==> src/hdl/uart1_defines.vh <==
// Constants shared by the serial port 1 control block
`ifndef UART1_DEFINES_VH
`define UART1_DEFINES_VH

// Special-function addresses
`define UART1_CTRL_ADDR 8'hF8
`define UART1_BUF_ADDR 8'h9A

// Reset values and byte constants
`define UART1_CTRL_RESET 8'h00
`define UART1_BYTE_ZERO 8'h00
`define UART1_BYTE_ONES 8'hFF

// Control field positions
`define BIT_MODE_HI 7
`define BIT_MODE_LO 6
`define BIT_MP_EN 5
`define BIT_RX_EN 4
`define BIT_TX_NINTH 3
`define BIT_RX_NINTH 2
`define BIT_TX_DONE 1
`define BIT_RX_DONE 0

// Operating modes
`define MODE0 2'h0
`define MODE1 2'h1
`define MODE2 2'h2
`define MODE3 2'h3

// Frame lengths in bit times, counted from the first bit shifted
`define LEN_SYNC 4'h8
`define LEN_M1 4'hA
`define LEN_M23 4'hB
`define DONE_M1 4'h9
`define DONE_M23 4'hA
`define RX_LEN_M1 4'h9
`define RX_LEN_M23 4'hA
`define CNT_ZERO 4'h0
`define CNT_ONE 4'h1
`define CNT_DATA_END 4'h8

// Transmit queue
`define TXQ_WIDTH 8
`define TXQ_DEPTH 16

`endif

==> src/hdl/uart1_fifo.v <==
// Synchronous FIFO with valid/ready on both sides
`timescale 1ns/1ps
`default_nettype none

module uart1_fifo #(
	parameter W = 8,
	parameter D = 16,
	parameter AW = 4
) (
	// Clock and reset
	input wire i_clk,
	input wire i_rst,
	// Fill side
	input wire i_in_valid,
	output wire o_in_ready,
	input wire [W-1:0] i_in_data,
	// Drain side
	output wire o_out_valid,
	input wire i_out_ready,
	output wire [W-1:0] o_out_data
);
	reg [W-1:0] mem [0:D-1];
	reg [AW-1:0] wr_ptr_r;
	reg [AW-1:0] rd_ptr_r;
	reg [AW:0] count_r;
	wire push;
	wire pop;

	assign o_in_ready = (count_r != D[AW:0]);
	assign o_out_valid = (count_r != {(AW+1){1'b0}});
	assign o_out_data = mem[rd_ptr_r];
	assign push = i_in_valid && o_in_ready;
	assign pop = o_out_valid && i_out_ready;

	// Storage has no reset; the pointers and count_r define what is valid
	always @(posedge i_clk) begin
		if (push) begin
			mem[wr_ptr_r] <= i_in_data;
		end
	end

	always @(posedge i_clk or posedge i_rst) begin
		if (i_rst) begin
			wr_ptr_r <= {AW{1'b0}};
			rd_ptr_r <= {AW{1'b0}};
			count_r <= {(AW+1){1'b0}};
		end else begin
			if (push) begin
				wr_ptr_r <= (wr_ptr_r == D[AW-1:0] - 1'b1) ? {AW{1'b0}} : wr_ptr_r + 1'b1;
			end
			if (pop) begin
				rd_ptr_r <= (rd_ptr_r == D[AW-1:0] - 1'b1) ? {AW{1'b0}} : rd_ptr_r + 1'b1;
			end
			if (push && !pop) begin
				count_r <= count_r + 1'b1;
			end else if (pop && !push) begin
				count_r <= count_r - 1'b1;
			end
		end
	end
endmodule // uart1_fifo

`default_nettype wire

==> src/hdl/uart1_ctrl.v <==
// Serial port 1 control register, flags and frame engines
// Overview of operation
// - Bits 7 and 6 select mode normally
// - View select: bit 7 is sticky frame error
// - Address check ignored in mode 0
// - Mode 1 check: stop one and address match
// - Modes 2/3 check: ninth one and match
// - Receive enable gates all reception
// - Mode 0 receive needs enable, done clear
// - Ninth transmit bit sent in modes 2/3
// - Ninth received bit loaded in modes 2/3
// - Mode 1 ninth status holds stop bit
// - Transmit done set after last data bit
// - Receive done set; suppressed when check rejects
// - Enabled flags raise port interrupt request
// - Control resets zero, byte and bit access
// - Separate select steers bit 7 access
// - Buffer write transmits, read returns receive
`timescale 1ns/1ps
`default_nettype none
`include "uart1_defines.vh"

module uart1_ctrl #(
	parameter TXQ_W = `TXQ_WIDTH,
	parameter TXQ_D = `TXQ_DEPTH,
	parameter TXQ_AW = 4
) (
	// Clock and reset
	input wire i_clk,
	input wire i_rst,
	// Special-function register port
	input wire [7:0] i_sfr_addr,
	input wire i_sfr_wr,
	input wire [7:0] i_sfr_wdata,
	input wire i_sfr_rd,
	output reg [7:0] o_sfr_rdata,
	output wire o_txq_ready,
	// Bit-addressed write
	input wire i_bit_wr,
	input wire [7:0] i_bit_addr,
	input wire [2:0] i_bit_sel,
	input wire i_bit_val,
	// Settings held elsewhere
	input wire i_frame_err_view_sel,
	input wire i_uart1_int_en,
	input wire [7:0] i_slave_addr,
	input wire [7:0] i_slave_mask,
	// Bit timing
	input wire i_bit_tick,
	// Line
	input wire i_rxd,
	output reg o_txd,
	output reg o_sclk,
	// Interrupt
	output wire o_irq
);
	localparam TX_IDLE = 1'b0;
	localparam TX_SHIFT = 1'b1;
	localparam RX_IDLE = 1'b0;
	localparam RX_SHIFT = 1'b1;

	// Control fields
	reg mode_select_hi_r;
	reg frame_error_flag_r;
	reg mode_select_lo_r;
	reg multiproc_check_en_r;
	reg rx_en_r;
	reg tx_ninth_bit_r;
	reg rx_ninth_bit_r;
	reg tx_done_flag_r;
	reg rx_done_flag_r;
	reg mode_select_hi_nxt;
	reg frame_error_flag_nxt;
	reg mode_select_lo_nxt;
	reg multiproc_check_en_nxt;
	reg rx_en_nxt;
	reg tx_ninth_bit_nxt;
	reg rx_ninth_bit_nxt;
	reg tx_done_flag_nxt;
	reg rx_done_flag_nxt;

	// Write decode
	wire ctrl_byte_wr;
	wire ctrl_bit_wr;
	wire buf_wr;
	wire buf_rd;
	wire ctrl_rd;
	reg [7:0] wr_mask;
	reg [7:0] wr_data;
	wire [1:0] mode;
	wire [7:0] ctrl_view;

	// Transmit engine
	reg tx_state_r;
	reg [10:0] tx_shift_r;
	reg [3:0] tx_cnt_r;
	reg [3:0] tx_len_r;
	reg [3:0] tx_done_at_r;
	wire txq_valid;
	wire txq_pop;
	wire [7:0] txq_data;
	wire tx_done_evt;
	reg [10:0] tx_frame;

	// Receive engine
	reg rx_state_r;
	reg [3:0] rx_cnt_r;
	reg [3:0] rx_len_r;
	reg [7:0] rx_shift_r;
	reg rx_bit8_r;
	reg [7:0] rx_buf_r;
	wire rx_start;
	wire rx_last;
	wire addr_given;
	wire addr_bcast;
	wire addr_match;
	reg rx_valid;
	reg rx_load;
	reg rx_ninth_val;
	reg rx_ninth_load;
	reg fe_evt;

	assign mode = {mode_select_hi_r, mode_select_lo_r};
	assign ctrl_byte_wr = i_sfr_wr && (i_sfr_addr == `UART1_CTRL_ADDR);
	assign ctrl_bit_wr = i_bit_wr && (i_bit_addr == `UART1_CTRL_ADDR);
	assign buf_wr = i_sfr_wr && (i_sfr_addr == `UART1_BUF_ADDR);
	assign buf_rd = i_sfr_rd && (i_sfr_addr == `UART1_BUF_ADDR);
	assign ctrl_rd = i_sfr_rd && (i_sfr_addr == `UART1_CTRL_ADDR);

	// Bit 7 shows whichever field the view select picks
	assign ctrl_view = {
		i_frame_err_view_sel ? frame_error_flag_r : mode_select_hi_r,
		mode_select_lo_r,
		multiproc_check_en_r,
		rx_en_r,
		tx_ninth_bit_r,
		rx_ninth_bit_r,
		tx_done_flag_r,
		rx_done_flag_r
	};

	// Byte writes touch all bits; bit writes touch one
	always @* begin
		wr_mask = `UART1_BYTE_ZERO;
		wr_data = `UART1_BYTE_ZERO;
		if (ctrl_byte_wr) begin
			wr_mask = `UART1_BYTE_ONES;
			wr_data = i_sfr_wdata;
		end else if (ctrl_bit_wr) begin
			wr_mask[i_bit_sel] = 1'b1;
			wr_data = {8{i_bit_val}};
		end
	end

	// Address check on the received byte
	assign addr_given = ((rx_shift_r ^ i_slave_addr) & i_slave_mask) == `UART1_BYTE_ZERO;
	assign addr_bcast = ((~rx_shift_r) & (i_slave_addr | i_slave_mask)) == `UART1_BYTE_ZERO;
	assign addr_match = addr_given || addr_bcast;

	// End-of-frame decisions
	assign rx_last = (rx_state_r == RX_SHIFT) && rx_en_r && i_bit_tick && (rx_cnt_r == rx_len_r - `CNT_ONE);
	always @* begin
		rx_valid = 1'b0;
		rx_load = 1'b0;
		rx_ninth_val = 1'b0;
		rx_ninth_load = 1'b0;
		fe_evt = 1'b0;
		if (rx_last) begin
			case (mode)
				`MODE0: begin
					rx_valid = 1'b1;
				end
				`MODE1: begin
					rx_valid = !multiproc_check_en_r || (i_rxd && addr_match);
					rx_ninth_val = i_rxd;
					rx_ninth_load = rx_valid;
					fe_evt = !i_rxd;
				end
				`MODE2, `MODE3: begin
					rx_valid = !multiproc_check_en_r || (rx_bit8_r && addr_match);
					rx_ninth_val = rx_bit8_r;
					rx_ninth_load = rx_valid;
					fe_evt = !i_rxd;
				end
				default: begin
					rx_valid = 1'b0;
				end
			endcase
			rx_load = rx_valid;
		end
	end

	// Next control state; hardware events win over a same-cycle clear
	always @* begin
		mode_select_hi_nxt = mode_select_hi_r;
		frame_error_flag_nxt = frame_error_flag_r;
		if (wr_mask[`BIT_MODE_HI]) begin
			if (i_frame_err_view_sel) begin
				frame_error_flag_nxt = wr_data[`BIT_MODE_HI];
			end else begin
				mode_select_hi_nxt = wr_data[`BIT_MODE_HI];
			end
		end
		if (fe_evt) begin
			frame_error_flag_nxt = 1'b1;
		end
		mode_select_lo_nxt = wr_mask[`BIT_MODE_LO] ? wr_data[`BIT_MODE_LO] : mode_select_lo_r;
		multiproc_check_en_nxt = wr_mask[`BIT_MP_EN] ? wr_data[`BIT_MP_EN] : multiproc_check_en_r;
		rx_en_nxt = wr_mask[`BIT_RX_EN] ? wr_data[`BIT_RX_EN] : rx_en_r;
		tx_ninth_bit_nxt = wr_mask[`BIT_TX_NINTH] ? wr_data[`BIT_TX_NINTH] : tx_ninth_bit_r;
		rx_ninth_bit_nxt = wr_mask[`BIT_RX_NINTH] ? wr_data[`BIT_RX_NINTH] : rx_ninth_bit_r;
		if (rx_ninth_load) begin
			rx_ninth_bit_nxt = rx_ninth_val;
		end
		// Flags only ever clear through a software write
		tx_done_flag_nxt = wr_mask[`BIT_TX_DONE] ? wr_data[`BIT_TX_DONE] : tx_done_flag_r;
		rx_done_flag_nxt = wr_mask[`BIT_RX_DONE] ? wr_data[`BIT_RX_DONE] : rx_done_flag_r;
		if (tx_done_evt) begin
			tx_done_flag_nxt = 1'b1;
		end
		if (rx_load) begin
			rx_done_flag_nxt = 1'b1;
		end
	end

	always @(posedge i_clk or posedge i_rst) begin
		if (i_rst) begin
			mode_select_hi_r <= 1'b0;
			frame_error_flag_r <= 1'b0;
			mode_select_lo_r <= 1'b0;
			multiproc_check_en_r <= 1'b0;
			rx_en_r <= 1'b0;
			tx_ninth_bit_r <= 1'b0;
			rx_ninth_bit_r <= 1'b0;
			tx_done_flag_r <= 1'b0;
			rx_done_flag_r <= 1'b0;
		end else begin
			mode_select_hi_r <= mode_select_hi_nxt;
			frame_error_flag_r <= frame_error_flag_nxt;
			mode_select_lo_r <= mode_select_lo_nxt;
			multiproc_check_en_r <= multiproc_check_en_nxt;
			rx_en_r <= rx_en_nxt;
			tx_ninth_bit_r <= tx_ninth_bit_nxt;
			rx_ninth_bit_r <= rx_ninth_bit_nxt;
			tx_done_flag_r <= tx_done_flag_nxt;
			rx_done_flag_r <= rx_done_flag_nxt;
		end
	end

	assign o_irq = i_uart1_int_en && (tx_done_flag_r || rx_done_flag_r);

	// Registered read port; reading the buffer gives the receive side
	always @(posedge i_clk or posedge i_rst) begin
		if (i_rst) begin
			o_sfr_rdata <= `UART1_BYTE_ZERO;
		end else if (ctrl_rd) begin
			o_sfr_rdata <= ctrl_view;
		end else if (buf_rd) begin
			o_sfr_rdata <= rx_buf_r;
		end
	end

	// Buffer writes queue bytes; a full queue drops the write
	uart1_fifo #(
		.W(TXQ_W),
		.D(TXQ_D),
		.AW(TXQ_AW)
	) u_txq (
		.i_clk(i_clk),
		.i_rst(i_rst),
		.i_in_valid(buf_wr),
		.o_in_ready(o_txq_ready),
		.i_in_data(i_sfr_wdata),
		.o_out_valid(txq_valid),
		.i_out_ready(txq_pop),
		.o_out_data(txq_data)
	);

	assign txq_pop = (tx_state_r == TX_IDLE) && txq_valid;

	// Frame layout, sent lsb first; ninth bit sampled at load
	always @* begin
		case (mode)
			`MODE0: begin
				tx_frame = {3'h7, txq_data};
			end
			`MODE1: begin
				tx_frame = {2'h3, txq_data, 1'b0};
			end
			`MODE2, `MODE3: begin
				tx_frame = {1'b1, tx_ninth_bit_r, txq_data, 1'b0};
			end
			default: begin
				tx_frame = {3'h7, txq_data};
			end
		endcase
	end

	assign tx_done_evt = (tx_state_r == TX_SHIFT) && i_bit_tick && (tx_cnt_r == tx_done_at_r);

	always @(posedge i_clk or posedge i_rst) begin
		if (i_rst) begin
			tx_state_r <= TX_IDLE;
			tx_shift_r <= 11'h7FF;
			tx_cnt_r <= `CNT_ZERO;
			tx_len_r <= `LEN_SYNC;
			tx_done_at_r <= `LEN_SYNC;
			o_txd <= 1'b1;
		end else begin
			case (tx_state_r)
				TX_IDLE: begin
					o_txd <= 1'b1;
					if (txq_pop) begin
						tx_state_r <= TX_SHIFT;
						tx_shift_r <= tx_frame;
						tx_cnt_r <= `CNT_ZERO;
						// Mode 1 frames carry no ninth transmit bit
						if (mode == `MODE0) begin
							tx_len_r <= `LEN_SYNC;
							tx_done_at_r <= `LEN_SYNC;
						end else if (mode == `MODE1) begin
							tx_len_r <= `LEN_M1;
							tx_done_at_r <= `DONE_M1;
						end else begin
							tx_len_r <= `LEN_M23;
							tx_done_at_r <= `DONE_M23;
						end
					end
				end
				TX_SHIFT: begin
					if (i_bit_tick) begin
						if (tx_cnt_r == tx_len_r) begin
							tx_state_r <= TX_IDLE;
							o_txd <= 1'b1;
						end else begin
							o_txd <= tx_shift_r[0];
							tx_shift_r <= {1'b1, tx_shift_r[10:1]};
							tx_cnt_r <= tx_cnt_r + `CNT_ONE;
						end
					end
				end
				default: begin
					tx_state_r <= TX_IDLE;
				end
			endcase
		end
	end

	// Mode 0 waits for the done flag to clear; others wait for a start bit
	assign rx_start = (rx_state_r == RX_IDLE) && rx_en_r &&
		(((mode == `MODE0) && !rx_done_flag_r) ||
		((mode != `MODE0) && i_bit_tick && !i_rxd));

	always @(posedge i_clk or posedge i_rst) begin
		if (i_rst) begin
			rx_state_r <= RX_IDLE;
			rx_cnt_r <= `CNT_ZERO;
			rx_len_r <= `LEN_SYNC;
			rx_shift_r <= `UART1_BYTE_ZERO;
			rx_bit8_r <= 1'b0;
			rx_buf_r <= `UART1_BYTE_ZERO;
		end else begin
			case (rx_state_r)
				RX_IDLE: begin
					if (rx_start) begin
						rx_state_r <= RX_SHIFT;
						rx_cnt_r <= `CNT_ZERO;
						if (mode == `MODE0) begin
							rx_len_r <= `LEN_SYNC;
						end else if (mode == `MODE1) begin
							rx_len_r <= `RX_LEN_M1;
						end else begin
							rx_len_r <= `RX_LEN_M23;
						end
					end
				end
				RX_SHIFT: begin
					// Dropping the enable abandons the frame in progress
					if (!rx_en_r) begin
						rx_state_r <= RX_IDLE;
					end else if (i_bit_tick) begin
						if (rx_cnt_r < `CNT_DATA_END) begin
							rx_shift_r <= {i_rxd, rx_shift_r[7:1]};
						end else if (rx_cnt_r == `CNT_DATA_END) begin
							rx_bit8_r <= i_rxd;
						end
						rx_cnt_r <= rx_cnt_r + `CNT_ONE;
						if (rx_last) begin
							rx_state_r <= RX_IDLE;
						end
					end
				end
				default: begin
					rx_state_r <= RX_IDLE;
				end
			endcase
			if (rx_last && rx_load) begin
				// Mode 0 completes on its eighth sample, so include it
				rx_buf_r <= (mode == `MODE0) ? {i_rxd, rx_shift_r[7:1]} : rx_shift_r;
			end
		end
	end

	// Shift clock for mode 0 pulses low on each bit time while a frame shifts
	always @(posedge i_clk or posedge i_rst) begin
		if (i_rst) begin
			o_sclk <= 1'b1;
		end else begin
			o_sclk <= !((mode == `MODE0) && i_bit_tick &&
				((tx_state_r == TX_SHIFT) || (rx_state_r == RX_SHIFT)));
		end
	end
endmodule // uart1_ctrl

`default_nettype wire

==> config.mk <==
export PLATFORM = sky130hd
export DESIGN_NAME = uart1_ctrl
export DESIGN_NICKNAME = d
export VERILOG_FILES = /design/src/hdl/uart1_fifo.v /design/src/hdl/uart1_ctrl.v
export VERILOG_INCLUDE_DIRS = /design/src /design/src/hdl
export SDC_FILE = /design/constraint.sdc
export NUM_CORES = 1
export LEC_CHECK = 0
export BUFFER_PORTS_ARGS = -buffer_cell sky130_fd_sc_hd__buf_2
export CAP_MARGIN = 40
export CORE_ASPECT_RATIO = 0.7
export CORE_MARGIN = 10
export CORE_UTILIZATION = 35
export DETAILED_ROUTE_END_ITERATION = 6
export PLACE_DENSITY = 0.62
export SETUP_SLACK_MARGIN = 0.15
export SLEW_MARGIN = 20
export SYNTH_ARGS = -nofsm -noshare
export SYNTH_HDL_FRONTEND = slang
export SYNTH_HIERARCHICAL = 1
export SYNTH_SLANG_ARGS = --single-unit
export TNS_END_PERCENT = 30
==> constraint.sdc <==
create_clock -name i_clk -period 4.09 [get_ports i_clk]
set_input_delay 1.0225 -clock i_clk [delete_from_list [all_inputs] [get_ports i_clk]]
set_output_delay 1.0225 -clock i_clk [all_outputs]
set_load 0.05 [all_outputs]
==> results.json, run 1 <==
{
  "hpwl_mm": 14.49,
  "post-route-drc-count": 0,
  "cap_violations": 0,
  "routabilityCongestion": 0.8043,
  "leakagePower_uw": 0.004140,
  "pwr-share-clk_pct": 34.4,
  "crit_required_ps": 4470,
  "min_period_ps": 3469,
  "crit_family": "compound AO/OA/AOI/OAI gates",
  "ys_types": 65,
  "layout_commonest_cell": "edfxtp_1",
  "drive_gt1_share_pct": 26.87,
  "multi_input_area_mm2": 0.003269,
  "worst_pin_slew_ps": 739.6,
  "wl_per_cell_um": 19.13,
  "grt_max_degree": 30,
  "fill_cells": 2384,
  "cts_tree": "yes",
  "pwr-share-seq_pct": 46.5,
  "post_cts_buffers": 0,
  "via_per_inst": 5.222,
  "rows": 49,
  "async_flop_share_pct": 36.63,
  "insertion_delay_ps": 500,
  "portBuffers": 64,
  "grt_pass1_wl_mm": 32.98,
  "cts_buffers": 21,
  "cts_resized": 0,
  "register_area_mm2": 0.005713,
  "htree_levels": 1,
  "p_int_uw": 3920,
  "swShare_pct": 28.02,
  "synth_top_area_share_pct": 41.81,
  "critical_path_class": "register to register",
  "crit_path_end_kind": "register",
  "pwr_density_cell_mw_per_mm2": 510.6,
  "pwr-share-comb_pct": 19.2,
  "die_h_um": 155.6,
  "synth_edf_count": 128,
  "fmax_mhz": 288.3,
  "synth_area_per_cell_um2": 14.48,
  "tns_ps": 0,
  "crit_buf_inv": 1,
  "die_w_um": 213.7,
  "seq_area_frac_synth_pct": 62.12,
  "grt.total_usage_pct": 12.51,
  "post-route-period-util_pct": 84.82,
  "cts_sinks": 202,
  "die-area_mm2": 0.03325,
  "hold_viol": 0,
  "finalMaxSlewViolations": 0,
  "rsz0062_at_grt": "false",
  "firstDrtPassIters": 4,
  "status": "complete, no violations",
  "rrSetupSlack_ps": 620,
  "ys.flop_type": "edfxtp_1",
  "drt_iter0_drc": 360,
  "cts_root_buffer": "clkbuf_16",
  "io-pin-count": 65,
  "n_antenna_cell": 0,
  "setup_viol": 0,
  "antenna_found_initial": 0,
  "nNetsFinal": 788,
  "grt_pass1_vias": 5767,
  "syn_inst": 635,
  "num_vias": 5577,
  "crit_path_max_fanout": 6,
  "fin_skew_ps": 18.76,
  "cts.path.max_buffers": 3,
  "yosys_warnings": 6,
  "slew_headroom_pct": 50.54,
  "slowest_stage": "nor4_1",
  "max_stage_delay_ps": 550,
  "postCtsHoldBufs": 0,
  "area_growth_syn_to_layout_pct": 16.02,
  "power_switching_uw": 1525,
  "synth_seq_cells": 202,
  "clkSlewWorstSetupHoldPaths_ps": 60,
  "detail-route-antenna-nets": 0,
  "cp_cell_sequence": "nor4_1 > nand2b_1 > nor2b_1 > o21ai_4 > ha_1 > inv_1 > fa_1 > a21o_1 > a2111oi_0 > a31oi_1 > a221o_1",
  "syn_area_mm2": 0.009193,
  "peakVddDrop_uv": 291.4,
  "hp-class": "input pin to asynchronous set/reset pin",
  "yosysTopAreaCell": "edfxtp_1",
  "start_util_pct": 35.70,
  "core_mm2": 0.02575,
  "critical_path_arrival_ps": 3850,
  "synth_area_leaders": "edfxtp_1 42%, dfrtp_1 17%, mux4_1 4.3%, mux4_2 4.2%, dfstp_2 3.4%",
  "routed_wl_mm": 20.44,
  "layout_common_cells": "128 x edfxtp_1, 66 x nand2_1, 64 x buf_2, 60 x dfrtp_1",
  "overflow": 0,
  "synth_nets": 701,
  "critPathLaunchType": "register",
  "fin_hold_ws_ps": 471.1
}
## final cells by class
class	instances	area share (%)
well taps	331	3.883
clock buffers	23	4.998
inverters	12	0.4223
flip-flops and latches	202	53.57
multi-input cells	393	30.65
repair buffers	92	5.209
clock inverters	15	1.267
## synthesized netlist by cell type (all sizes together) (3+ instances only)
| cell type | count |
|---|---|
| edfxtp | 128 |
| nand2 | 66 |
| dfrtp | 62 |
| o21ai | 36 |
| nor2 | 35 |
| mux4 | 32 |
| mux2 | 31 |
| a21oi | 20 |
| a22oi | 20 |
| xor2 | 18 |
| buf | 17 |
| mux2i | 17 |
| dfstp | 12 |
| ha | 12 |
| inv | 12 |
| clkbuf | 11 |
| nor3 | 9 |
| nand2b | 8 |
| nand3 | 7 |
| nor2b | 6 |
| nor4 | 6 |
| a21o | 5 |
| xnor2 | 5 |
| a31oi | 4 |
| and3 | 4 |
| nand3b | 4 |
| nand4 | 4 |
| o21bai | 4 |
| a21boi | 3 |
| a22o | 3 |
| and2 | 3 |
| and4 | 3 |
## registers in the layout (all words and copies together) (netlist names), 2 cells and up
name and cells:
u_txq/mem 128, tx_shift_r 10, o_sfr_rdata 8, rx_buf_r 8, rx_shift_r 8, u_txq/count_r 5, rx_cnt_r 4, tx_cnt_r 4
u_txq/rd_ptr_r 4, u_txq/wr_ptr_r 4, rx_len_r 2, tx_len_r 2
## cell families (layout without fill, tap and decap cells)
kind of cell	Yosys count	count (layout)	synth area share, %
flops	202	202	62.12
simple gates	166	166	9.147
compound gates	111	111	7.840
mux	80	80	14.47
buf+inv	40	142	2.382
xor+xnor	23	23	2.191
fa+ha+maj	13	13	1.851
## routing by layer
layer / vias up / wire, um / GRT usage, %
li1: 2609 / - / -
met1: 2786 / 10130 / 18.72
met2: 155 / 8784 / 18.29
met3: 27 / 1096 / 2.148
met4: 0 / 423 / 3.164
met5: - / 0 / 0
## through the flow
stage / util (%) / power (uW) / std cells / area (um^2) / setup WS [ps]
after floorplan: - / 3352 / 635 / 9193 / 346.5
after global placement: 38.64 / 3589 / 1027 / 9950 / 360.8
after detailed placement: 38.82 / 3623 / 1030 / 9997 / 290.8
after CTS: 41.42 / 5501 / 1068 / 10670 / 602.0
after global routing: 41.42 / 5720 / 1068 / 10670 / 380.7
final: 41.42 / 5445 / 1068 / 10670 / 620.9
## power groups by stage
stage | combinational, uW | sequential (uW) | clock, uW
2_1_floorplan | 849 | 2500 | 0
3_3_place_gp | 995 | 2590 | 0
3_5_place_dp | 1050 | 2570 | 0
4_1_cts | 1050 | 2530 | 1910
5_1_grt | 1160 | 2560 | 2000
6_report | 1040 | 2530 | 1870
## worst paths after layout
kind / startpoint / end / cells past startpoint
setup / recovery: u_txq/count_r[0] / u_txq/count_r[4] / 11
hold / removal: i_rst / o_sfr_rdata[3] / 2
setup reg to reg: u_txq/count_r[0] / u_txq/count_r[4] / 11
hold reg to reg: tx_shift_r[5] / tx_shift_r[5] / 2
max in group asynchronous: i_rst / tx_shift_r[8] / 4
min in group i_clk: tx_shift_r[5] / tx_shift_r[5] / 2
Note: power is estimated with default switching activity, not from simulation.
==> run 2, diff against run 1 <==
--- a/config.mk
+++ b/config.mk
@@ -12,7 +12,7 @@
 export CORE_MARGIN = 10
 export CORE_UTILIZATION = 35
 export DETAILED_ROUTE_END_ITERATION = 6
-export PLACE_DENSITY = 0.62
+export PLACE_DENSITY = 0.64
 export SETUP_SLACK_MARGIN = 0.15
 export SLEW_MARGIN = 20
 export SYNTH_ARGS = -nofsm -noshare
==> constraint.sdc (replaced) <==
create_clock -name i_clk -period 3 [get_ports i_clk]
set_input_delay 0.75 -clock i_clk [delete_from_list [all_inputs] [get_ports i_clk]]
set_output_delay 0.75 -clock i_clk [all_outputs]
set_load 0.05 [all_outputs]
==> results.json, run 2 (same netlist as run 1, synthesis figures left out) <==
{
  "status": "complete, no violations",
  "cap_violations": 0,
  "post-route-drc-count": 0,
  "grt_pass1_vias": 5782,
  "rrSetupSlack_ps": 220,
  "tns_ps": 0,
  "fin_util_pct": 42.42,
  "grt.total_usage_pct": 12.45,
  "n_antenna_cell": 0,
  "drive_gt1_share_pct": 29.82,
  "cts_tree": "yes",
  "swShare_pct": 27.77,
  "htree_levels": 1,
  "cts_root_buffer": "clkbuf_16",
  "crit_path_max_fanout": 4,
  "hpwl_mm": 14.34,
  "layout_commonest_cell": "edfxtp_1",
  "critPathLaunchType": "register",
  "grt_pass1_wl_mm": 33.05,
  "p_int_uw": 5512,
  "rows": 49,
  "layout_common_cells": "128 x edfxtp_1, 66 x nand2_1, 64 x buf_2, 59 x dfrtp_1, 45 x buf_4",
  "gr-max-usage-layer": "met2",
  "overflow": 0,
  "nNetsFinal": 809,
  "die_w_um": 213.7,
  "critical_path_class": "register to register",
  "met2_usage_pct": 18.59,
  "largest-register": "u_txq/mem",
  "firstDrtPassIters": 5,
  "pwr-share-comb_pct": 20.4,
  "slew_headroom_pct": 52.74,
  "post-route-period-util_pct": 92.75,
  "routabilityCongestion": 0.7870,
  "met3_usage_pct": 1.967,
  "setup_viol": 0,
  "detail-route-antenna-nets": 0,
  "clkSlewWorstSetupHoldPaths_ps": 60,
  "die-area_mm2": 0.03325,
  "grt_use_met1_pct": 18.35,
  "crit_end": "u_txq/count_r[4]",
  "leakagePower_uw": 0.004264,
  "power_switching_uw": 2119,
  "io-pin-count": 65,
  "via_per_inst": 5.183,
  "crit_start": "u_txq/count_r[1]",
  "min_period_ps": 2782,
  "cts_sinks": 202,
  "largest_reg_flops": 128,
  "num_vias": 5644,
  "core_mm2": 0.02575,
  "fin_skew_ps": 7.337,
  "hp-class": "input pin to asynchronous set/reset pin",
  "hold_viol": 0,
  "antenna_found_initial": 0,
  "worst_pin_slew_ps": 706.2,
  "ff2ff_path_depth": 9,
  "regToRegStartpoint": "u_txq/count_r[1]",
  "fmax_mhz": 359.4,
  "crit_required_ps": 3380,
  "crit_path_end_kind": "register",
  "start_util_pct": 35.70,
  "drt_iter0_drc": 422,
  "finalMaxSlewViolations": 0,
  "r2r_end": "u_txq/count_r[4]",
  "top_regs": "u_txq/mem x128, tx_shift_r x10",
  "routed_wl_mm": 20.66,
  "pwr-share-seq_pct": 45.2,
  "pwr_density_cell_mw_per_mm2": 698.7,
  "portBuffers": 64,
  "cts.path.max_buffers": 3,
  "postCtsHoldBufs": 0,
  "cts_buffers": 22,
  "wl_per_cell_um": 18.97,
  "peakVddDrop_uv": 431.2,
  "die_h_um": 155.6,
  "critical_path_arrival_ps": 3160,
  "area_growth_syn_to_layout_pct": 18.82,
  "rsz0062_at_grt": "true",
  "pwr-share-clk_pct": 34.4,
  "grt_max_degree": 62,
  "insertion_delay_ps": 500
}
-- run 2: cell types whose count changed in the layout (fill, tap and decap cells not counted), sizes merged --
cell,before,now
clkinv,8,6
bufinv,2,1
clkbuf,23,29
inv,14,13
buf,92,112
clkinvlp,3,2
-- run 2: final cells by class --
cell class,instances,area [um^2]
clock inverter,10,81.33
timing repair buffer,112,725.7
inverter,12,47.55
clock buffer,29,618.1
fill,2357,14830
tap,331,414.1
sequential,202,5714
multi-input combinational,393,3322
-- run 2: how the worst min path moves through the flow --
stage | from | to | slack (ps) | depth (start not counted)
floorplan | rx_ninth_bit_r | o_sfr_rdata[2] | 440 | 2
global placement | tx_shift_r[0] | tx_shift_r[0] | 470 | 2
detailed placement | tx_shift_r[3] | tx_shift_r[3] | 470 | 2
CTS | i_rst | u_txq/count_r[2] | 310 | 2
global route | i_rst | o_sfr_rdata[4] | 190 | 3
finish | i_rst | o_sfr_rdata[4] | 200 | 3
-- run 2: stage by stage --
step / instances / setup WS (ps) / hold slack, ps / total power, uW / instance area [um^2]
3_5_place_dp: 1044 / -175.9 / 473.8 / 4994 / 10130
3_3_place_gp: 1043 / -114.4 / 465.9 / 4949 / 10120
5_1_grt: 1089 / 100.0 / 190.9 / 7983 / 10920
6_report: 1089 / 217.6 / 199.6 / 7632 / 10920
2_1_floorplan: 635 / -145.4 / 443.5 / 4583 / 9226
4_1_cts: 1083 / 173.4 / 311.6 / 7630 / 10830
-- run 2: worst max-delay path, cell delays in order, from the launching register on --
cell and delay, ps:
dfrtp_2 440, or4_4 560, o21ai_4 230, ha_4 180, inv_4 40, fa_2 330
a21o_1 200, a2111oi_4 280, a31oi_1 80, a221o_1 330
-- run 2: what timing repair did --
action,CTS,global route
pin swaps,0,4
buffers inserted,0,5
resized for setup,1,4
setup endpoints to repair,1,1
-- run 2: power by group through the flow --
stage               clock (uW)  sequential (uW)  combinational (uW)
finish                    2620             3450                1560
detailed placement           0             3490                1510
CTS                       2670             3440                1520
global route              2780             3480                1720
floorplan                    0             3420                1170
global placement             0             3490                1460
-- run 2: routing by layer --
metal	part of all wire, %	vias to the layer above
li1	-	2646
met1	49	2823
met2	44	148
met3	4.8	27
met4	1.8	0
met5	0	-
==> run 3, diff against run 2 <==
--- a/config.mk
+++ b/config.mk
@@ -6,6 +6,7 @@
 export SDC_FILE = /design/constraint.sdc
 export NUM_CORES = 1
 export LEC_CHECK = 0
+export ABC_AREA = 1
 export BUFFER_PORTS_ARGS = -buffer_cell sky130_fd_sc_hd__buf_2
 export CAP_MARGIN = 40
 export CORE_ASPECT_RATIO = 0.7
==> results.json, run 3 <==
{
  "status": "complete, no violations",
  "leakagePower_uw": 0.005098,
  "synth_area_per_cell_um2": 8.962,
  "largest-register": "u_txq/mem",
  "n_antenna_cell": 0,
  "grt_pass1_wl_mm": 38.99,
  "via_per_inst": 4.837,
  "detail-route-antenna-nets": 0,
  "clkSlewWorstSetupHoldPaths_ps": 60,
  "critical_path_arrival_ps": 3080,
  "synth_top_area_share_pct": 38.60,
  "ys_types": 44,
  "cts.path.max_buffers": 3,
  "peakVddDrop_uv": 499.5,
  "crit_family": "simple AND/OR/NAND/NOR gates",
  "insertion_delay_ps": 500,
  "post_cts_buffers": 0,
  "cp_cell_sequence": "nor2_1 > nand4_1 > nand2_1 > inv_1 > nand2_2 > ha_1 > inv_1 > fa_1 > nand2_1 > nand2_1 > nand2_1 > xor2_1 > nand2_1 > nand2_1",
  "nNetsFinal": 1254,
  "fmax_mhz": 378.8,
  "async_flop_share_pct": 36.63,
  "num_vias": 7618,
  "hpwl_mm": 17.00,
  "yosys_warnings": 6,
  "ys.flop_type": "edfxtp_1",
  "fin_skew_ps": 11.70,
  "wl_per_cell_um": 15.30,
  "synth.most_common_cell": "nand2_1",
  "critical_path_class": "register to register",
  "worst_pin_slew_ps": 720.9,
  "die-area_mm2": 0.03570,
  "pwr_density_cell_mw_per_mm2": 733.4,
  "hold_viol": 0,
  "cts_buffers": 22,
  "layout_commonest_cell": "nand2_1",
  "tns_ps": 0,
  "finalMaxSlewViolations": 0,
  "post-route-drc-count": 0,
  "setup_viol": 0,
  "syn_area_mm2": 0.009957,
  "layout_common_cells": "284 x nand2_1, 174 x inv_1, 167 x nand3_1, 128 x edfxtp_1, 64 x buf_2",
  "setup_slack_ps": 359.8,
  "slew_headroom_pct": 51.87,
  "post-route-period-util_pct": 88.01,
  "crit_top_cell": "nand2_1",
  "crit_path_end_kind": "register",
  "critPathLaunchType": "register",
  "largest_reg_flops": 128,
  "io-pin-count": 65,
  "synth_edf_count": 128,
  "slowest_stage": "fa_1",
  "grt.total_usage_pct": 13.15,
  "cts_root_buffer": "clkbuf_16",
  "crit_path_max_fanout": 9,
  "cap_violations": 0,
  "drt_iter0_drc": 731,
  "crit_buf_inv": 2,
  "cts_resized": 0,
  "syn_inst": 1111,
  "start_util_pct": 35.71,
  "drive_gt1_share_pct": 14.37,
  "grt_pass1_vias": 7232,
  "dp_worst_setup_slack_ps": 45.88,
  "area_growth_syn_to_layout_pct": 15.28,
  "die_w_um": 221.6,
  "synth_nets": 1177,
  "hp-class": "input pin to asynchronous set/reset pin",
  "top_regs": "u_txq/mem x128, tx_shift_r x10",
  "yosysTopAreaCell": "edfxtp_1",
  "routabilityCongestion": 0.8346,
  "cts_sinks": 202,
  "yosys-top-cells-count": "284 x nand2_1, 175 x inv_1, 167 x nand3_1, 128 x edfxtp_1",
  "antenna_found_initial": 0,
  "die_h_um": 161.1,
  "portBuffers": 64,
  "htree_levels": 1,
  "seq_area_frac_synth_pct": 57.35,
  "cts_tree": "yes",
  "firstDrtPassIters": 5,
  "rsz0062_at_grt": "false",
  "max_stage_delay_ps": 460,
  "crit_required_ps": 3440,
  "grt_max_degree": 35,
  "min_period_ps": 2640,
  "synth_seq_cells": 202,
  "overflow": 0,
  "core_mm2": 0.02789,
  "synth_area_leaders": "edfxtp_1 39%, dfrtp_1 16%, nand2_1 11%, nand3_1 8.4%, inv_1 6.6%",
  "rows": 51,
  "routed_wl_mm": 24.09,
  "postCtsHoldBufs": 0
}
==> run 3: layout make-up <==
type / count / area (um^2)
sequential: 202 / 5712
timing repair buffer: 91 / 548.0
clock inverter: 14 / 141.4
multi-input combinational: 688 / 3339
tap: 371 / 464.2
inverter: 183 / 686.9
clock buffer: 26 / 586.8
fill: 2724 / 16410
==> run 3: layer usage <==
layer	part of all wire [%]	vias to the layer above	global-route usage, %
li1	-	3781	-
met2	41	197	18.57
met4	1.9	0	3.269
met5	0	-	0
met1	51	3609	20.02
met3	6.1	31	2.399
==> run 3: report_power, final <==
part           total (uW)  switching [uW]  internal [uW]
combinational        2280            1540            739
clock                2720            1070           1650
sequential           3410             215           3200
total                8420            2830           5590
==> run 3: worst paths after layout <==
path / depth (start not counted) / startpoint / slack, ps / endpoint
max: 14 / u_txq/count_r[0] / 360 / u_txq/count_r[4]
min: 2 / i_rst / 330 / u_txq/count_r[4]
max reg2reg: 14 / u_txq/count_r[0] / 360 / u_txq/count_r[4]
min reg2reg: 2 / rx_buf_r[3] / 480 / rx_buf_r[3]
max in group asynchronous: 3 / i_rst / 1920 / tx_shift_r[3]
min in group i_clk: 2 / rx_buf_r[3] / 480 / rx_buf_r[3]
==> run 3: cells by family after synthesis <==
group | synth area share (%)
AO/OA/AOI/OAI | 6.271
adder cells (fa/ha/maj) | 1.709
XOR/XNOR | 0.8796
flip-flops | 57.35
AND/OR/NAND/NOR | 24.59
buffers and inverters | 9.198
==> run 3: stage by stage <==
step	hold slack, ps	util [%]	cells	total power (uW)	area (um^2)
2_1_floorplan	429.5	-	1111	5147	9963
3_3_place_gp	467.5	38.55	1535	5685	10750
3_5_place_dp	470.1	38.55	1535	5729	10750
4_1_cts	328.6	41.16	1575	8472	11480
5_1_grt	360.2	41.16	1575	8919	11480
6_report	327.3	41.16	1575	8419	11480
